==> config.mk <==
export PLATFORM = sky130hd
export DESIGN_NAME = lsd_line_state_detector
export DESIGN_NICKNAME = d
export VERILOG_FILES = /design/src/lsd_pkg.sv /design/src/lsd_line_state_detector.sv
export VERILOG_INCLUDE_DIRS = /design/src
export SDC_FILE = /design/constraint.sdc
export NUM_CORES = 2
export LEC_CHECK = 0
export ABC_AREA = 1
export BUFFER_PORTS_ARGS = -buffer_cell sky130_fd_sc_hd__buf_2
export CAP_MARGIN = 5
export CORE_AREA = 2 2 224 226
export CTS_CLUSTER_DIAMETER = 200
export DETAILED_ROUTE_END_ITERATION = 12
export DIE_AREA = 0 0 226 228
export PLACE_DENSITY = 0.81
export REMOVE_ABC_BUFFERS = 1
export SYNTH_ARGS = -nofsm -noshare
export SYNTH_HDL_FRONTEND = slang
export SYNTH_SLANG_ARGS = --single-unit
==> constraint.sdc <==
create_clock -name core_clk -period 6.68 [get_ports core_clk]
set_clock_uncertainty 0.15 [all_clocks]
set_input_delay 1.002 -clock core_clk [delete_from_list [all_inputs] [get_ports core_clk]]
set_output_delay 1.002 -clock core_clk [all_outputs]
set_load 0.01 [all_outputs]
==> src/lsd_defs.svh <==
// Constants of the line state detector: register map, field positions,
// reset values and setting ranges.
// Assumes inclusion by bare name from the top module and the testbench.
`ifndef LSD_DEFS_SVH
`define LSD_DEFS_SVH

// ==========================================================
// Register byte offsets
`define LSD_OFS_CTRL 8'h00
`define LSD_OFS_VOLT_THR 8'h04
`define LSD_OFS_CURR_THR 8'h08
`define LSD_OFS_VOLT_RATED 8'h0C
`define LSD_OFS_CURR_RATED 8'h10
`define LSD_OFS_STATUS 8'h14
`define LSD_OFS_INT_STAT 8'h18
`define LSD_OFS_INT_MASK 8'h1C

// ==========================================================
// Field positions
`define LSD_CTRL_OPER_BIT 0
`define LSD_ST_VOLT_LSB 0
`define LSD_ST_CURR_LSB 3
`define LSD_ST_DEAD_BIT 6
`define LSD_ST_LIVE_BIT 7
`define LSD_ST_BLOCK_BIT 8
`define LSD_INT_DEAD_SET 0
`define LSD_INT_DEAD_CLR 1
`define LSD_INT_LIVE_SET 2
`define LSD_INT_LIVE_CLR 3

// ==========================================================
// Reset values and ranges
`define LSD_RST_OPER 1'b0
`define LSD_RST_VOLT_THR 7'h3C
`define LSD_RST_CURR_THR 7'h0A
`define LSD_VOLT_THR_MIN 7'h0A
`define LSD_CURR_THR_MIN 7'h02
`define LSD_THR_MAX 7'h64
`define LSD_PCT_SCALE 7'h64
`define LSD_RST_RATED 16'h1000
`define LSD_RST_INT_MASK 4'h0

// ==========================================================
// Bus responses
`define LSD_RESP_OKAY 2'h0
`define LSD_RESP_SLVERR 2'h2

`endif

==> src/lsd_pkg.sv <==
// Types shared by the line state detector.
// Includes no header; lsd_defs.svh is not used here.
package lsd_pkg;

  // ==========================================================
  // Per-phase flag triplet
  typedef struct packed {
    logic c;
    logic b;
    logic a;
  } lsd_phase_s;

  // ==========================================================
  // Bus write sequencing
  typedef enum logic [0:0] {
    WR_COLLECT = 1'b0,
    WR_RESP = 1'b1
  } lsd_wr_e;

  typedef logic [3:0] lsd_irq_t;

endpackage

==> src/lsd_line_state_detector.sv <==
// Dead / live line state detector with AXI4-Lite register access.
// Assumes magnitudes, sample strobe and block input come from logic on
// core_clk, so none of them is resynchronised.
//
// Our own choices: the address map and register access over AXI4-Lite.
`timescale 1ns/1ps
`include "lsd_defs.svh"

module lsd_line_state_detector #(
  parameter int MAG_W = 16
) (
  // Clock and reset
  input wire logic core_clk,
  input wire logic reset,
  // Magnitudes from the front end
  input wire logic magValid,
  input wire logic [MAG_W-1:0] voltMagA,
  input wire logic [MAG_W-1:0] voltMagB,
  input wire logic [MAG_W-1:0] voltMagC,
  input wire logic [MAG_W-1:0] currMagA,
  input wire logic [MAG_W-1:0] currMagB,
  input wire logic [MAG_W-1:0] currMagC,
  // Configuration logic
  input wire logic blockIn,
  // Line state and interrupt outputs
  output logic voltStartA,
  output logic voltStartB,
  output logic voltStartC,
  output logic currStartA,
  output logic currStartB,
  output logic currStartC,
  output logic lineDeadOut,
  output logic lineLiveOut,
  output logic irq,
  // AXI4-Lite write address and data
  input wire logic [7:0] s_axi_awaddr,
  input wire logic [2:0] s_axi_awprot,
  input wire logic s_axi_awvalid,
  output logic s_axi_awready,
  input wire logic [31:0] s_axi_wdata,
  input wire logic [3:0] s_axi_wstrb,
  input wire logic s_axi_wvalid,
  output logic s_axi_wready,
  // AXI4-Lite write response
  output logic [1:0] s_axi_bresp,
  output logic s_axi_bvalid,
  input wire logic s_axi_bready,
  // AXI4-Lite read
  input wire logic [7:0] s_axi_araddr,
  input wire logic [2:0] s_axi_arprot,
  input wire logic s_axi_arvalid,
  output logic s_axi_arready,
  output logic [31:0] s_axi_rdata,
  output logic [1:0] s_axi_rresp,
  output logic s_axi_rvalid,
  input wire logic s_axi_rready
);

  localparam int PW = MAG_W + 7;

  // ==========================================================
  // Elaboration check
  if (MAG_W < 8 || MAG_W > 24) begin : gBadWidth
    $error("MAG_W must lie between 8 and 24");
  end

  // ==========================================================
  // Functions

  // Magnitude as percent of rated, scaled to avoid a divider
  function automatic logic [PW-1:0] scaleMag(input logic [MAG_W-1:0] mag);
    return PW'(mag) * PW'(`LSD_PCT_SCALE);
  endfunction

  function automatic logic [PW-1:0] scaleThr(input logic [6:0] pct, input logic [MAG_W-1:0] rated);
    return PW'(pct) * PW'(rated);
  endfunction

  function automatic logic [31:0] mergeStrb(input logic [31:0] old, input logic [31:0] data,
                                            input logic [3:0] strb);
    logic [31:0] res;
    res = old;
    for (int i = 0; i < 4; i++) begin
      if (strb[i]) begin
        res[i*8 +: 8] = data[i*8 +: 8];
      end
    end
    return res;
  endfunction

  // ==========================================================
  // Registers
  logic operReg;
  logic [6:0] voltThrReg;
  logic [6:0] currThrReg;
  logic [MAG_W-1:0] voltRatedReg;
  logic [MAG_W-1:0] currRatedReg;
  lsd_pkg::lsd_irq_t intStatReg;
  lsd_pkg::lsd_irq_t intMaskReg;
  lsd_pkg::lsd_phase_s voltStartReg;
  lsd_pkg::lsd_phase_s currStartReg;
  logic deadReg;
  logic liveReg;

  lsd_pkg::lsd_wr_e wrState;
  logic [7:0] awAddrReg;
  logic [31:0] wDataReg;
  logic [3:0] wStrbReg;

  // ==========================================================
  // Comparators
  logic [PW-1:0] voltLimit;
  logic [PW-1:0] currLimit;
  lsd_pkg::lsd_phase_s voltAbove;
  lsd_pkg::lsd_phase_s voltBelow;
  lsd_pkg::lsd_phase_s currAbove;
  lsd_pkg::lsd_phase_s currBelow;
  logic enabled;
  lsd_pkg::lsd_phase_s voltStartNext;
  lsd_pkg::lsd_phase_s currStartNext;
  logic deadNext;
  logic liveNext;

  assign voltLimit = scaleThr(voltThrReg, voltRatedReg);
  assign currLimit = scaleThr(currThrReg, currRatedReg);

  always_comb begin
    voltAbove.a = scaleMag(voltMagA) > voltLimit;
    voltAbove.b = scaleMag(voltMagB) > voltLimit;
    voltAbove.c = scaleMag(voltMagC) > voltLimit;
    voltBelow.a = scaleMag(voltMagA) < voltLimit;
    voltBelow.b = scaleMag(voltMagB) < voltLimit;
    voltBelow.c = scaleMag(voltMagC) < voltLimit;
    currAbove.a = scaleMag(currMagA) > currLimit;
    currAbove.b = scaleMag(currMagB) > currLimit;
    currAbove.c = scaleMag(currMagC) > currLimit;
    currBelow.a = scaleMag(currMagA) < currLimit;
    currBelow.b = scaleMag(currMagB) < currLimit;
    currBelow.c = scaleMag(currMagC) < currLimit;
  end

  // A magnitude equal to the limit is neither above nor below
  assign enabled = operReg && !blockIn;

  always_comb begin
    voltStartNext = voltStartReg;
    currStartNext = currStartReg;
    deadNext = deadReg;
    liveNext = liveReg;
    if (!enabled) begin
      voltStartNext = '0;
      currStartNext = '0;
      deadNext = 1'b0;
      liveNext = 1'b0;
    end else if (magValid) begin
      voltStartNext = voltAbove;
      currStartNext = currAbove;
      deadNext = (&voltBelow) && (&currBelow);
      liveNext = &voltAbove;
    end
  end

  // ==========================================================
  // Line state flops
  always_ff @(posedge core_clk or posedge reset) begin
    if (reset) begin
      voltStartReg <= '0;
      currStartReg <= '0;
      deadReg <= 1'b0;
      liveReg <= 1'b0;
    end else begin
      voltStartReg <= voltStartNext;
      currStartReg <= currStartNext;
      deadReg <= deadNext;
      liveReg <= liveNext;
    end
  end

  assign voltStartA = voltStartReg.a;
  assign voltStartB = voltStartReg.b;
  assign voltStartC = voltStartReg.c;
  assign currStartA = currStartReg.a;
  assign currStartB = currStartReg.b;
  assign currStartC = currStartReg.c;
  assign lineDeadOut = deadReg;
  assign lineLiveOut = liveReg;

  // ==========================================================
  // Write channel
  logic writeFire;
  logic [31:0] wMerged;
  logic wrHit;

  assign writeFire = (wrState == lsd_pkg::WR_COLLECT) && !s_axi_awready && !s_axi_wready;

  always_ff @(posedge core_clk or posedge reset) begin
    if (reset) begin
      wrState <= lsd_pkg::WR_COLLECT;
      s_axi_awready <= 1'b1;
      s_axi_wready <= 1'b1;
      s_axi_bvalid <= 1'b0;
      s_axi_bresp <= `LSD_RESP_OKAY;
      awAddrReg <= 8'h00;
      wDataReg <= 32'h0000_0000;
      wStrbReg <= 4'h0;
    end else begin
      case (wrState)
        lsd_pkg::WR_COLLECT: begin
          // Address and data may arrive in either order
          if (s_axi_awvalid && s_axi_awready) begin
            awAddrReg <= s_axi_awaddr;
            s_axi_awready <= 1'b0;
          end
          if (s_axi_wvalid && s_axi_wready) begin
            wDataReg <= s_axi_wdata;
            wStrbReg <= s_axi_wstrb;
            s_axi_wready <= 1'b0;
          end
          if (writeFire) begin
            s_axi_bvalid <= 1'b1;
            s_axi_bresp <= wrHit ? `LSD_RESP_OKAY : `LSD_RESP_SLVERR;
            wrState <= lsd_pkg::WR_RESP;
          end
        end
        lsd_pkg::WR_RESP: begin
          if (s_axi_bready) begin
            s_axi_bvalid <= 1'b0;
            s_axi_awready <= 1'b1;
            s_axi_wready <= 1'b1;
            wrState <= lsd_pkg::WR_COLLECT;
          end
        end
        default: begin
          wrState <= lsd_pkg::WR_COLLECT;
        end
      endcase
    end
  end

  always_comb begin
    wrHit = 1'b0;
    wMerged = 32'h0000_0000;
    case ({awAddrReg[7:2], 2'b00})
      `LSD_OFS_CTRL: begin
        wrHit = 1'b1;
        wMerged = mergeStrb({31'h0, operReg}, wDataReg, wStrbReg);
      end
      `LSD_OFS_VOLT_THR: begin
        wrHit = 1'b1;
        wMerged = mergeStrb({25'h0, voltThrReg}, wDataReg, wStrbReg);
      end
      `LSD_OFS_CURR_THR: begin
        wrHit = 1'b1;
        wMerged = mergeStrb({25'h0, currThrReg}, wDataReg, wStrbReg);
      end
      `LSD_OFS_VOLT_RATED: begin
        wrHit = 1'b1;
        wMerged = mergeStrb(32'(voltRatedReg), wDataReg, wStrbReg);
      end
      `LSD_OFS_CURR_RATED: begin
        wrHit = 1'b1;
        wMerged = mergeStrb(32'(currRatedReg), wDataReg, wStrbReg);
      end
      `LSD_OFS_STATUS: begin
        wrHit = 1'b1;
      end
      `LSD_OFS_INT_STAT: begin
        wrHit = 1'b1;
        wMerged = mergeStrb(32'h0000_0000, wDataReg, wStrbReg);
      end
      `LSD_OFS_INT_MASK: begin
        wrHit = 1'b1;
        wMerged = mergeStrb({28'h0, intMaskReg}, wDataReg, wStrbReg);
      end
      default: begin
        wrHit = 1'b0;
      end
    endcase
  end

  // ==========================================================
  // Configuration registers
  logic [7:0] wrAddr;
  assign wrAddr = {awAddrReg[7:2], 2'b00};

  always_ff @(posedge core_clk or posedge reset) begin
    if (reset) begin
      operReg <= `LSD_RST_OPER;
      voltThrReg <= `LSD_RST_VOLT_THR;
      currThrReg <= `LSD_RST_CURR_THR;
      voltRatedReg <= MAG_W'(`LSD_RST_RATED);
      currRatedReg <= MAG_W'(`LSD_RST_RATED);
      intMaskReg <= `LSD_RST_INT_MASK;
    end else if (writeFire) begin
      if (wrAddr == `LSD_OFS_CTRL) begin
        operReg <= wMerged[`LSD_CTRL_OPER_BIT];
      end
      // Out-of-range settings keep the previous value, no clamping
      if (wrAddr == `LSD_OFS_VOLT_THR && wMerged[31:7] == 25'h0 &&
          wMerged[6:0] >= `LSD_VOLT_THR_MIN && wMerged[6:0] <= `LSD_THR_MAX) begin
        voltThrReg <= wMerged[6:0];
      end
      if (wrAddr == `LSD_OFS_CURR_THR && wMerged[31:7] == 25'h0 &&
          wMerged[6:0] >= `LSD_CURR_THR_MIN && wMerged[6:0] <= `LSD_THR_MAX) begin
        currThrReg <= wMerged[6:0];
      end
      if (wrAddr == `LSD_OFS_VOLT_RATED) begin
        voltRatedReg <= wMerged[MAG_W-1:0];
      end
      if (wrAddr == `LSD_OFS_CURR_RATED) begin
        currRatedReg <= wMerged[MAG_W-1:0];
      end
      if (wrAddr == `LSD_OFS_INT_MASK) begin
        intMaskReg <= wMerged[3:0];
      end
    end
  end

  // ==========================================================
  // Interrupt status, set wins over write-one-to-clear
  lsd_pkg::lsd_irq_t intSet;
  lsd_pkg::lsd_irq_t intClr;

  always_comb begin
    intSet = '0;
    intSet[`LSD_INT_DEAD_SET] = deadNext && !deadReg;
    intSet[`LSD_INT_DEAD_CLR] = !deadNext && deadReg;
    intSet[`LSD_INT_LIVE_SET] = liveNext && !liveReg;
    intSet[`LSD_INT_LIVE_CLR] = !liveNext && liveReg;
    intClr = (writeFire && wrAddr == `LSD_OFS_INT_STAT) ? wMerged[3:0] : 4'h0;
  end

  always_ff @(posedge core_clk or posedge reset) begin
    if (reset) begin
      intStatReg <= 4'h0;
      irq <= 1'b0;
    end else begin
      intStatReg <= (intStatReg & ~intClr) | intSet;
      irq <= |(((intStatReg & ~intClr) | intSet) & intMaskReg);
    end
  end

  // ==========================================================
  // Read channel
  logic [31:0] rdValue;
  logic rdHit;
  logic [31:0] statusWord;

  always_comb begin
    statusWord = 32'h0000_0000;
    statusWord[`LSD_ST_VOLT_LSB +: 3] = voltStartReg;
    statusWord[`LSD_ST_CURR_LSB +: 3] = currStartReg;
    statusWord[`LSD_ST_DEAD_BIT] = deadReg;
    statusWord[`LSD_ST_LIVE_BIT] = liveReg;
    statusWord[`LSD_ST_BLOCK_BIT] = blockIn;
  end

  always_comb begin
    rdHit = 1'b1;
    case ({s_axi_araddr[7:2], 2'b00})
      `LSD_OFS_CTRL: rdValue = {31'h0, operReg};
      `LSD_OFS_VOLT_THR: rdValue = {25'h0, voltThrReg};
      `LSD_OFS_CURR_THR: rdValue = {25'h0, currThrReg};
      `LSD_OFS_VOLT_RATED: rdValue = 32'(voltRatedReg);
      `LSD_OFS_CURR_RATED: rdValue = 32'(currRatedReg);
      `LSD_OFS_STATUS: rdValue = statusWord;
      `LSD_OFS_INT_STAT: rdValue = {28'h0, intStatReg};
      `LSD_OFS_INT_MASK: rdValue = {28'h0, intMaskReg};
      default: begin
        rdHit = 1'b0;
        rdValue = 32'h0000_0000;
      end
    endcase
  end

  always_ff @(posedge core_clk or posedge reset) begin
    if (reset) begin
      s_axi_arready <= 1'b1;
      s_axi_rvalid <= 1'b0;
      s_axi_rdata <= 32'h0000_0000;
      s_axi_rresp <= `LSD_RESP_OKAY;
    end else if (s_axi_arvalid && s_axi_arready) begin
      s_axi_arready <= 1'b0;
      s_axi_rvalid <= 1'b1;
      s_axi_rdata <= rdValue;
      s_axi_rresp <= rdHit ? `LSD_RESP_OKAY : `LSD_RESP_SLVERR;
    end else if (s_axi_rvalid && s_axi_rready) begin
      s_axi_rvalid <= 1'b0;
      s_axi_arready <= 1'b1;
    end
  end

endmodule

Yosys cells after proc, flatten, opt, wreduce, memory -nomap -nowiden:

Index checks and enable logic that the tools add are counted.

* register bits after elaboration: 150
* word-level logic and storage cells: 166

* multiply operators: 8
* order comparisons: 15
* equal/unequal tests: 19
* muxes and demuxes: 42
* bitwise operators: 5
* reduce and logical (&&, ||, !) cells: 49

Operators with widths (count)
* 32-bit one-hot mux with 7 select lines: 1
* 23-bit greater-than comparator: 6
* 23-bit less-than comparator: 6
* 16-bit one-hot mux with 8 select lines: 1
* 16-bit by 5-bit multiplier with 21-bit output (second input constant): 6
* 8-bit 2-to-1 mux: 12
* 6-bit by 3-bit equality test with 1-bit output (second input constant): 8
* 7-bit by 16-bit multiplier with 23-bit output: 2
* 25-bit logical NOT: 1
* 6-bit by 2-bit equality test with 1-bit output (second input constant): 4
* 2-bit AND reduction: 12
* 1-bit logical AND: 19
* 1-bit 2-to-1 mux: 17
* 8-bit OR reduction: 2
* 6-bit by 1-bit equality test with 1-bit output (second input constant): 2
* 6-bit logical NOT: 2
* 3-bit 2-to-1 mux: 4
* 3-bit AND reduction: 3
* 4-bit bitwise AND: 2
* 8-bit logical NOT: 1
* 1-bit one-hot mux with 2 select lines: 4
* 7-bit by 2-bit >= comparator with 1-bit output (second input constant): 1
* 7-bit by 4-bit >= comparator with 1-bit output (second input constant): 1
* 7-bit <= comparator (second input constant): 1
* other kinds (10): 20

Longest topological paths before layout:

* word-level depth: 11
* gate-level depth with buffers: 42

Least setup slack after synthesis:

OpenSTA, ideal clock, no wires.

* path type: register -> register
* from: register voltThrReg[4]
* to: register irq
* library setup time: 0.124 ns
* data arrival time: 5.956 ns
* required time: 6.406 ns
* setup slack: 0.450 ns
* stages on the path, launching flop included: 36
* path through: dfstp_2 > clkbuf_1 > clkbuf_1 > nand2_1 > fa_1 > fa_1 > inv_1 > fa_1 > inv_1 > fa_1 > inv_1 > ha_1 > a21oi_1 > o21ai_1 > nand2_1 > nand2_1 > a31oi_1 > o21ai_0 > nand3_1 > nand2_1 > a31oi_1 > xor2_1 > ha_1 > inv_1 > nor4_1 > nand3_1 > nor3_1 > nand2_1 > nand2_1 > a21oi_1 > nand3_1 > nand2_1 > nand2_1 > nand2_1 > inv_1 > nand3_1

* cells in the longest elaborated chain, start to end: 11
* elaborated cells between the ends (all ways): 23
* those cells by class: mul: 1; order compare: 6; mux: 4; bitwise: 2; reduce/logical: 10

Ends and longest elaborated chain
* start, declared: RTL line lsd_line_state_detector.sv:94 `logic [6:0] voltThrReg;`
* start signal, assigned: RTL line lsd_line_state_detector.sv:289 `` voltThrReg <= `LSD_RST_VOLT_THR; ``
* start signal, assigned: RTL line lsd_line_state_detector.sv:301 `voltThrReg <= wMerged[6:0];`
* 7-bit by 16-bit multiplier with 23-bit output (*): RTL line lsd_line_state_detector.sv:76 `return PW'(pct) * PW'(rated);`
* 23-bit less-than comparator, on equally long branches: RTL line lsd_line_state_detector.sv:131, lsd_line_state_detector.sv:132, lsd_line_state_detector.sv:133
* 3-bit AND reduction: RTL line lsd_line_state_detector.sv:158 `deadNext = (&voltBelow) && (&currBelow);`
* 1-bit logical AND: RTL line lsd_line_state_detector.sv:158
* 1-bit 2-to-1 mux: RTL line lsd_line_state_detector.sv:155 `end else if (magValid) begin`
* 1-bit 2-to-1 mux: RTL line lsd_line_state_detector.sv:150 `if (!enabled) begin`
* 1-bit logical NOT: RTL line lsd_line_state_detector.sv:327 `` intSet[`LSD_INT_DEAD_CLR] = !deadNext && deadReg; ``
* 1-bit logical AND: RTL line lsd_line_state_detector.sv:327
* 4-bit OR (*): RTL line lsd_line_state_detector.sv:339 `irq <= |(((intStatReg & ~intClr) | intSet) & intMaskReg);`
* 4-bit bitwise AND (*): RTL line lsd_line_state_detector.sv:339
* 4-bit OR reduction (*): RTL line lsd_line_state_detector.sv:339
* end signal, assigned: RTL line lsd_line_state_detector.sv:339
* end, declared: RTL line lsd_line_state_detector.sv:34 `output logic irq,`

Mark *: on every way between the ends. The rest lies on a longest branch, timed or not.
A chain may end at the register's enable or synchronous reset.

Final worst setup path:

* from: register currThrReg[6]
* to: register irq

* cells in the longest elaborated chain, start to end: 11
* elaborated cells between the ends (all ways): 14
* those cells by class: mul: 1; order compare: 3; mux: 2; bitwise: 2; reduce/logical: 6

Ends and longest elaborated chain
* start, declared: RTL line lsd_line_state_detector.sv:95 `logic [6:0] currThrReg;`
* start signal, assigned: RTL line lsd_line_state_detector.sv:290 `` currThrReg <= `LSD_RST_CURR_THR; ``
* start signal, assigned: RTL line lsd_line_state_detector.sv:305 `currThrReg <= wMerged[6:0];`
* 7-bit by 16-bit multiplier with 23-bit output (*): RTL line lsd_line_state_detector.sv:76
* 23-bit less-than comparator, on equally long branches: RTL line lsd_line_state_detector.sv:137, lsd_line_state_detector.sv:138, lsd_line_state_detector.sv:139
* 3-bit AND reduction (*): RTL line lsd_line_state_detector.sv:158
* 1-bit logical AND (*): RTL line lsd_line_state_detector.sv:158
* 1-bit 2-to-1 mux (*): RTL line lsd_line_state_detector.sv:155
* 1-bit 2-to-1 mux (*): RTL line lsd_line_state_detector.sv:150
* 1-bit logical NOT: RTL line lsd_line_state_detector.sv:327
* 1-bit logical AND: RTL line lsd_line_state_detector.sv:327
* 4-bit OR (*): RTL line lsd_line_state_detector.sv:339
* 4-bit bitwise AND (*): RTL line lsd_line_state_detector.sv:339
* 4-bit OR reduction (*): RTL line lsd_line_state_detector.sv:339

Marked as above.

==> impl_metrics.tcl <==
set metrics [dict create \
    status "finished, final reports clean" \
    maxSlewHeadroom_pct 34.7 \
    grt_pass1_vias 23000 \
    placed_area_um2 28600 \
    hold_viol_final 0 \
    yosys.area.top_type "ha_1" \
    end_kind "flip-flop" \
    cts-root-buf "clkbuf_16" \
    ir_drop_uv 263 \
    p_leak_nw 17.9 \
    post-route-period-util_pct 95.0 \
    r2r_cells 33 \
    coreArea_um2 49300 \
    avgSynthCellArea_um2 7.19 \
    fp.dieW_um 226 \
    grt.overflow.total 0 \
    io_buffer_count 184 \
    drt_iter0_markers 1629 \
    seq_area_frac_synth_pct 12.2 \
    multi_input_area_um2 19800 \
    maxCapViolCount 0 \
    setup_viol 0 \
    yosysWarningCount 0 \
    powerDensity_nw_per_um2 193 \
    cts_sinks 130 \
    yosysTopAreaCellShare_pct 23.5 \
    synth-edff-count 0 \
    start_util_pct 54.2 \
    drt-pass1-iter-count 5 \
    die_h_um 228 \
    pin_count 213 \
    slew_violations 0 \
    antenna_found_initial 7 \
    grtUsageTotal_pct 25.9 \
    timing.fmax_ghz 0.158 \
    final_area_um2 29500 \
    pre_cts_slack_ns 0.107 \
    start_kind "flip-flop" \
    netlist_instances 3717 \
    cts_tree "built" \
    r2r-start "currThrReg[6]$_DFFE_PP0P_" \
    hpwl_um 56300 \
    dr_total_vias 23900 \
    rows 82 \
    holdCritStartpoint "s_axi_rdata[7]$_DFFE_PP0P_" \
    area_growth_pct 10.4 \
    fillCellCount 4493 \
    htree_levels 4 \
    drive_above_1_share_pct 10.7 \
    min_path_type "flip-flop to flip-flop" \
    finalSetupTns_ns 0 \
    clk_latency_ns 0.43 \
    crit_path_start "currThrReg[6]$_DFFE_PP0P_" \
    crit_top_cell "nand2_1" \
    cp.arrival_ns 6.50 \
    seqCellArea_um2 3290 \
    via_per_inst 5.19 \
    cts_buffers 17 \
    drt_wl_total_um 66400 \
    cts_max_path_buffers 2 \
    netlist_area_um2 26700 \
    total_power_w 0.00569 \
    place.gp.congestion 0.964 \
    ys_seq_elements 130 \
    critPathMaxFanout 12 \
    synthDistinctLibCells 61 \
    cpPeakStageDelay_ns 0.54 \
    ant_nets 0 \
    min_path_cells 2 \
    grt_pass1_wl_um 110000 \
    fin_crit_ns 6.35 \
    worst_slew_pin_slew_ns 0.976 \
    worstPathRequired_ns 6.84 \
    cts.clk_slew.worst_paths_ns 0.06 \
    fp.dieArea_um2 51500 \
    drc 0 \
    grt_max_degree 77 \
    synthFlopType "dfrtp_1" \
    wl_per_cell_um 14.4 \
    async_reset_ff_share_pct 100 \
    synthTopCellsByArea "ha_1 (24%), fa_1 (15%), inv_1 (13%), nand2_1 (12%), dfrtp_1 (11%)" \
    cts_hold_buf 0 \
    criticalPathCategory "flip-flop to flip-flop" \
    final_nets 4783 \
    cp_slowest_cell "fa_1" \
    setup_slack_ns 0.333 \
]
cell usage in the layout (no fill, tap or decap), drive strengths merged, types with 4 or more instances in the layout:
cell	netlist	layout
o21a	4	4
dfstp	11	11
clkinv	1	4
o21bai	20	20
nor4	12	12
buf	35	261
nor2	186	186
o211ai	10	10
xnor2	38	38
o22ai	9	9
ha	503	503
nand3	135	135
fa	204	204
nand2	862	862
diode	0	4
nor3	28	28
a21boi	5	5
dfrtp	119	119
and3	6	6
o31ai	5	5
clkbuf	66	17
a31oi	17	17
o21ai	114	114
conb	1	18
nand3b	7	7
inv	915	923
nand4	39	39
a22oi	12	12
a21oi	203	203
xor2	75	75
mux2	34	34
a21o	14	14
a211oi	5	5
final cells by class:
type,instances,area share [%]
inverters,916,11.7
clock inverters,15,0.581
repair buffers,261,5.09
well taps,672,2.85
diodes,4,0.0339
flip-flops and latches,130,11.1
multi-input cells,2587,67.2
clock buffers,17,1.44
worst max-delay path, delay by kind of cell (launching register included):
family          cells  cell delay [ns]
compound gates      5             0.86
xor+xnor            1             0.28
fa+ha+maj           6             2.72
buf+inv             8             0.66
flops               1             0.45
simple gates       13             1.13
synthesized netlist by cell type (17+ instances only):
master    instances
inv_1           903
nand2_1         859
ha_1            503
fa_1            204
a21oi_1         203
nor2_1          184
nand3_1         134
dfrtp_1         119
o21ai_0          91
xor2_1           75
clkbuf_1         66
xnor2_1          38
nand4_1          37
mux2_2           34
nor3_1           28
o21bai_1         20
buf_4            18
a31oi_1          17
sequential cells by signal, summed over array words and instances, names as in the netlist, 4 cells and up:
name          count
intStatReg        4
wDataReg         32
voltThrReg        7
awAddrReg         6
s_axi_rdata      16
wStrbReg          4
currThrReg        7
intMaskReg        4
currRatedReg     16
voltRatedReg     16
path summary, 6_finish.rpt:
path                                                end  slack, ns
setup / recovery                          irq$_DFF_PP0_       0.33
hold / removal               s_axi_rdata[7]$_DFFE_PP0P_       0.33
setup reg to reg                          irq$_DFF_PP0_       0.33
hold reg to reg              s_axi_rdata[7]$_DFFE_PP0P_       0.33
max in group asynchronous  currRatedReg[10]$_DFFE_PP0P_       4.44
min in group asynchronous    s_axi_rdata[8]$_DFFE_PP0P_       0.52
layer usage:
layer	vias up	GRT usage (%)	wire length [um]
met2	646	45.2	32000
met1	11200	34.3	28800
li1	12000	-	-
met3	114	2.50	3800
met5	-	0	9
met4	2	6.81	1800
report_power, final:
group / switching, W / total, W / internal [W]
registers: 0.000230 / 0.00123 / 0.000997
clock network: 0.000411 / 0.000943 / 0.000533
logic: 0.00211 / 0.00351 / 0.00141
total: 0.00275 / 0.00569 / 0.00294
per-stage QoR:
| stage | instances | hold slack (ns) | util, % |
|---|---|---|---|
| floorplan | 3633 | 0.320 | - |
| global placement | 4552 | 0.312 | 57.9 |
| detailed placement | 4552 | 0.314 | 57.9 |
| CTS | 4584 | 0.329 | 59.1 |
| global route | 4601 | 0.334 | 59.8 |
| finish | 4602 | 0.328 | 59.8 |
cells by family (layout without fill, tap and decap cells):
logic type | count (synthesis) | after routing | share of synthesized area (%)
and+or+nand+nor | 1281 | 1281 | 19.9
xor gates and xnor gates | 113 | 113 | 3.70
adders and majority gates | 707 | 707 | 38.8
muxes | 34 | 34 | 1.43
DFF | 130 | 130 | 12.2
other | 1 | 22 | 0.0140
AOI/OAI and AO/OA | 434 | 434 | 9.29
buffers and inverters | 1017 | 1209 | 14.6
what timing repair did:
action	CTS	global route
endpoints found under the setup margin	0	8
buffers inserted	0	14
resized for setup	0	61
(Power assumes the default switching activity.)
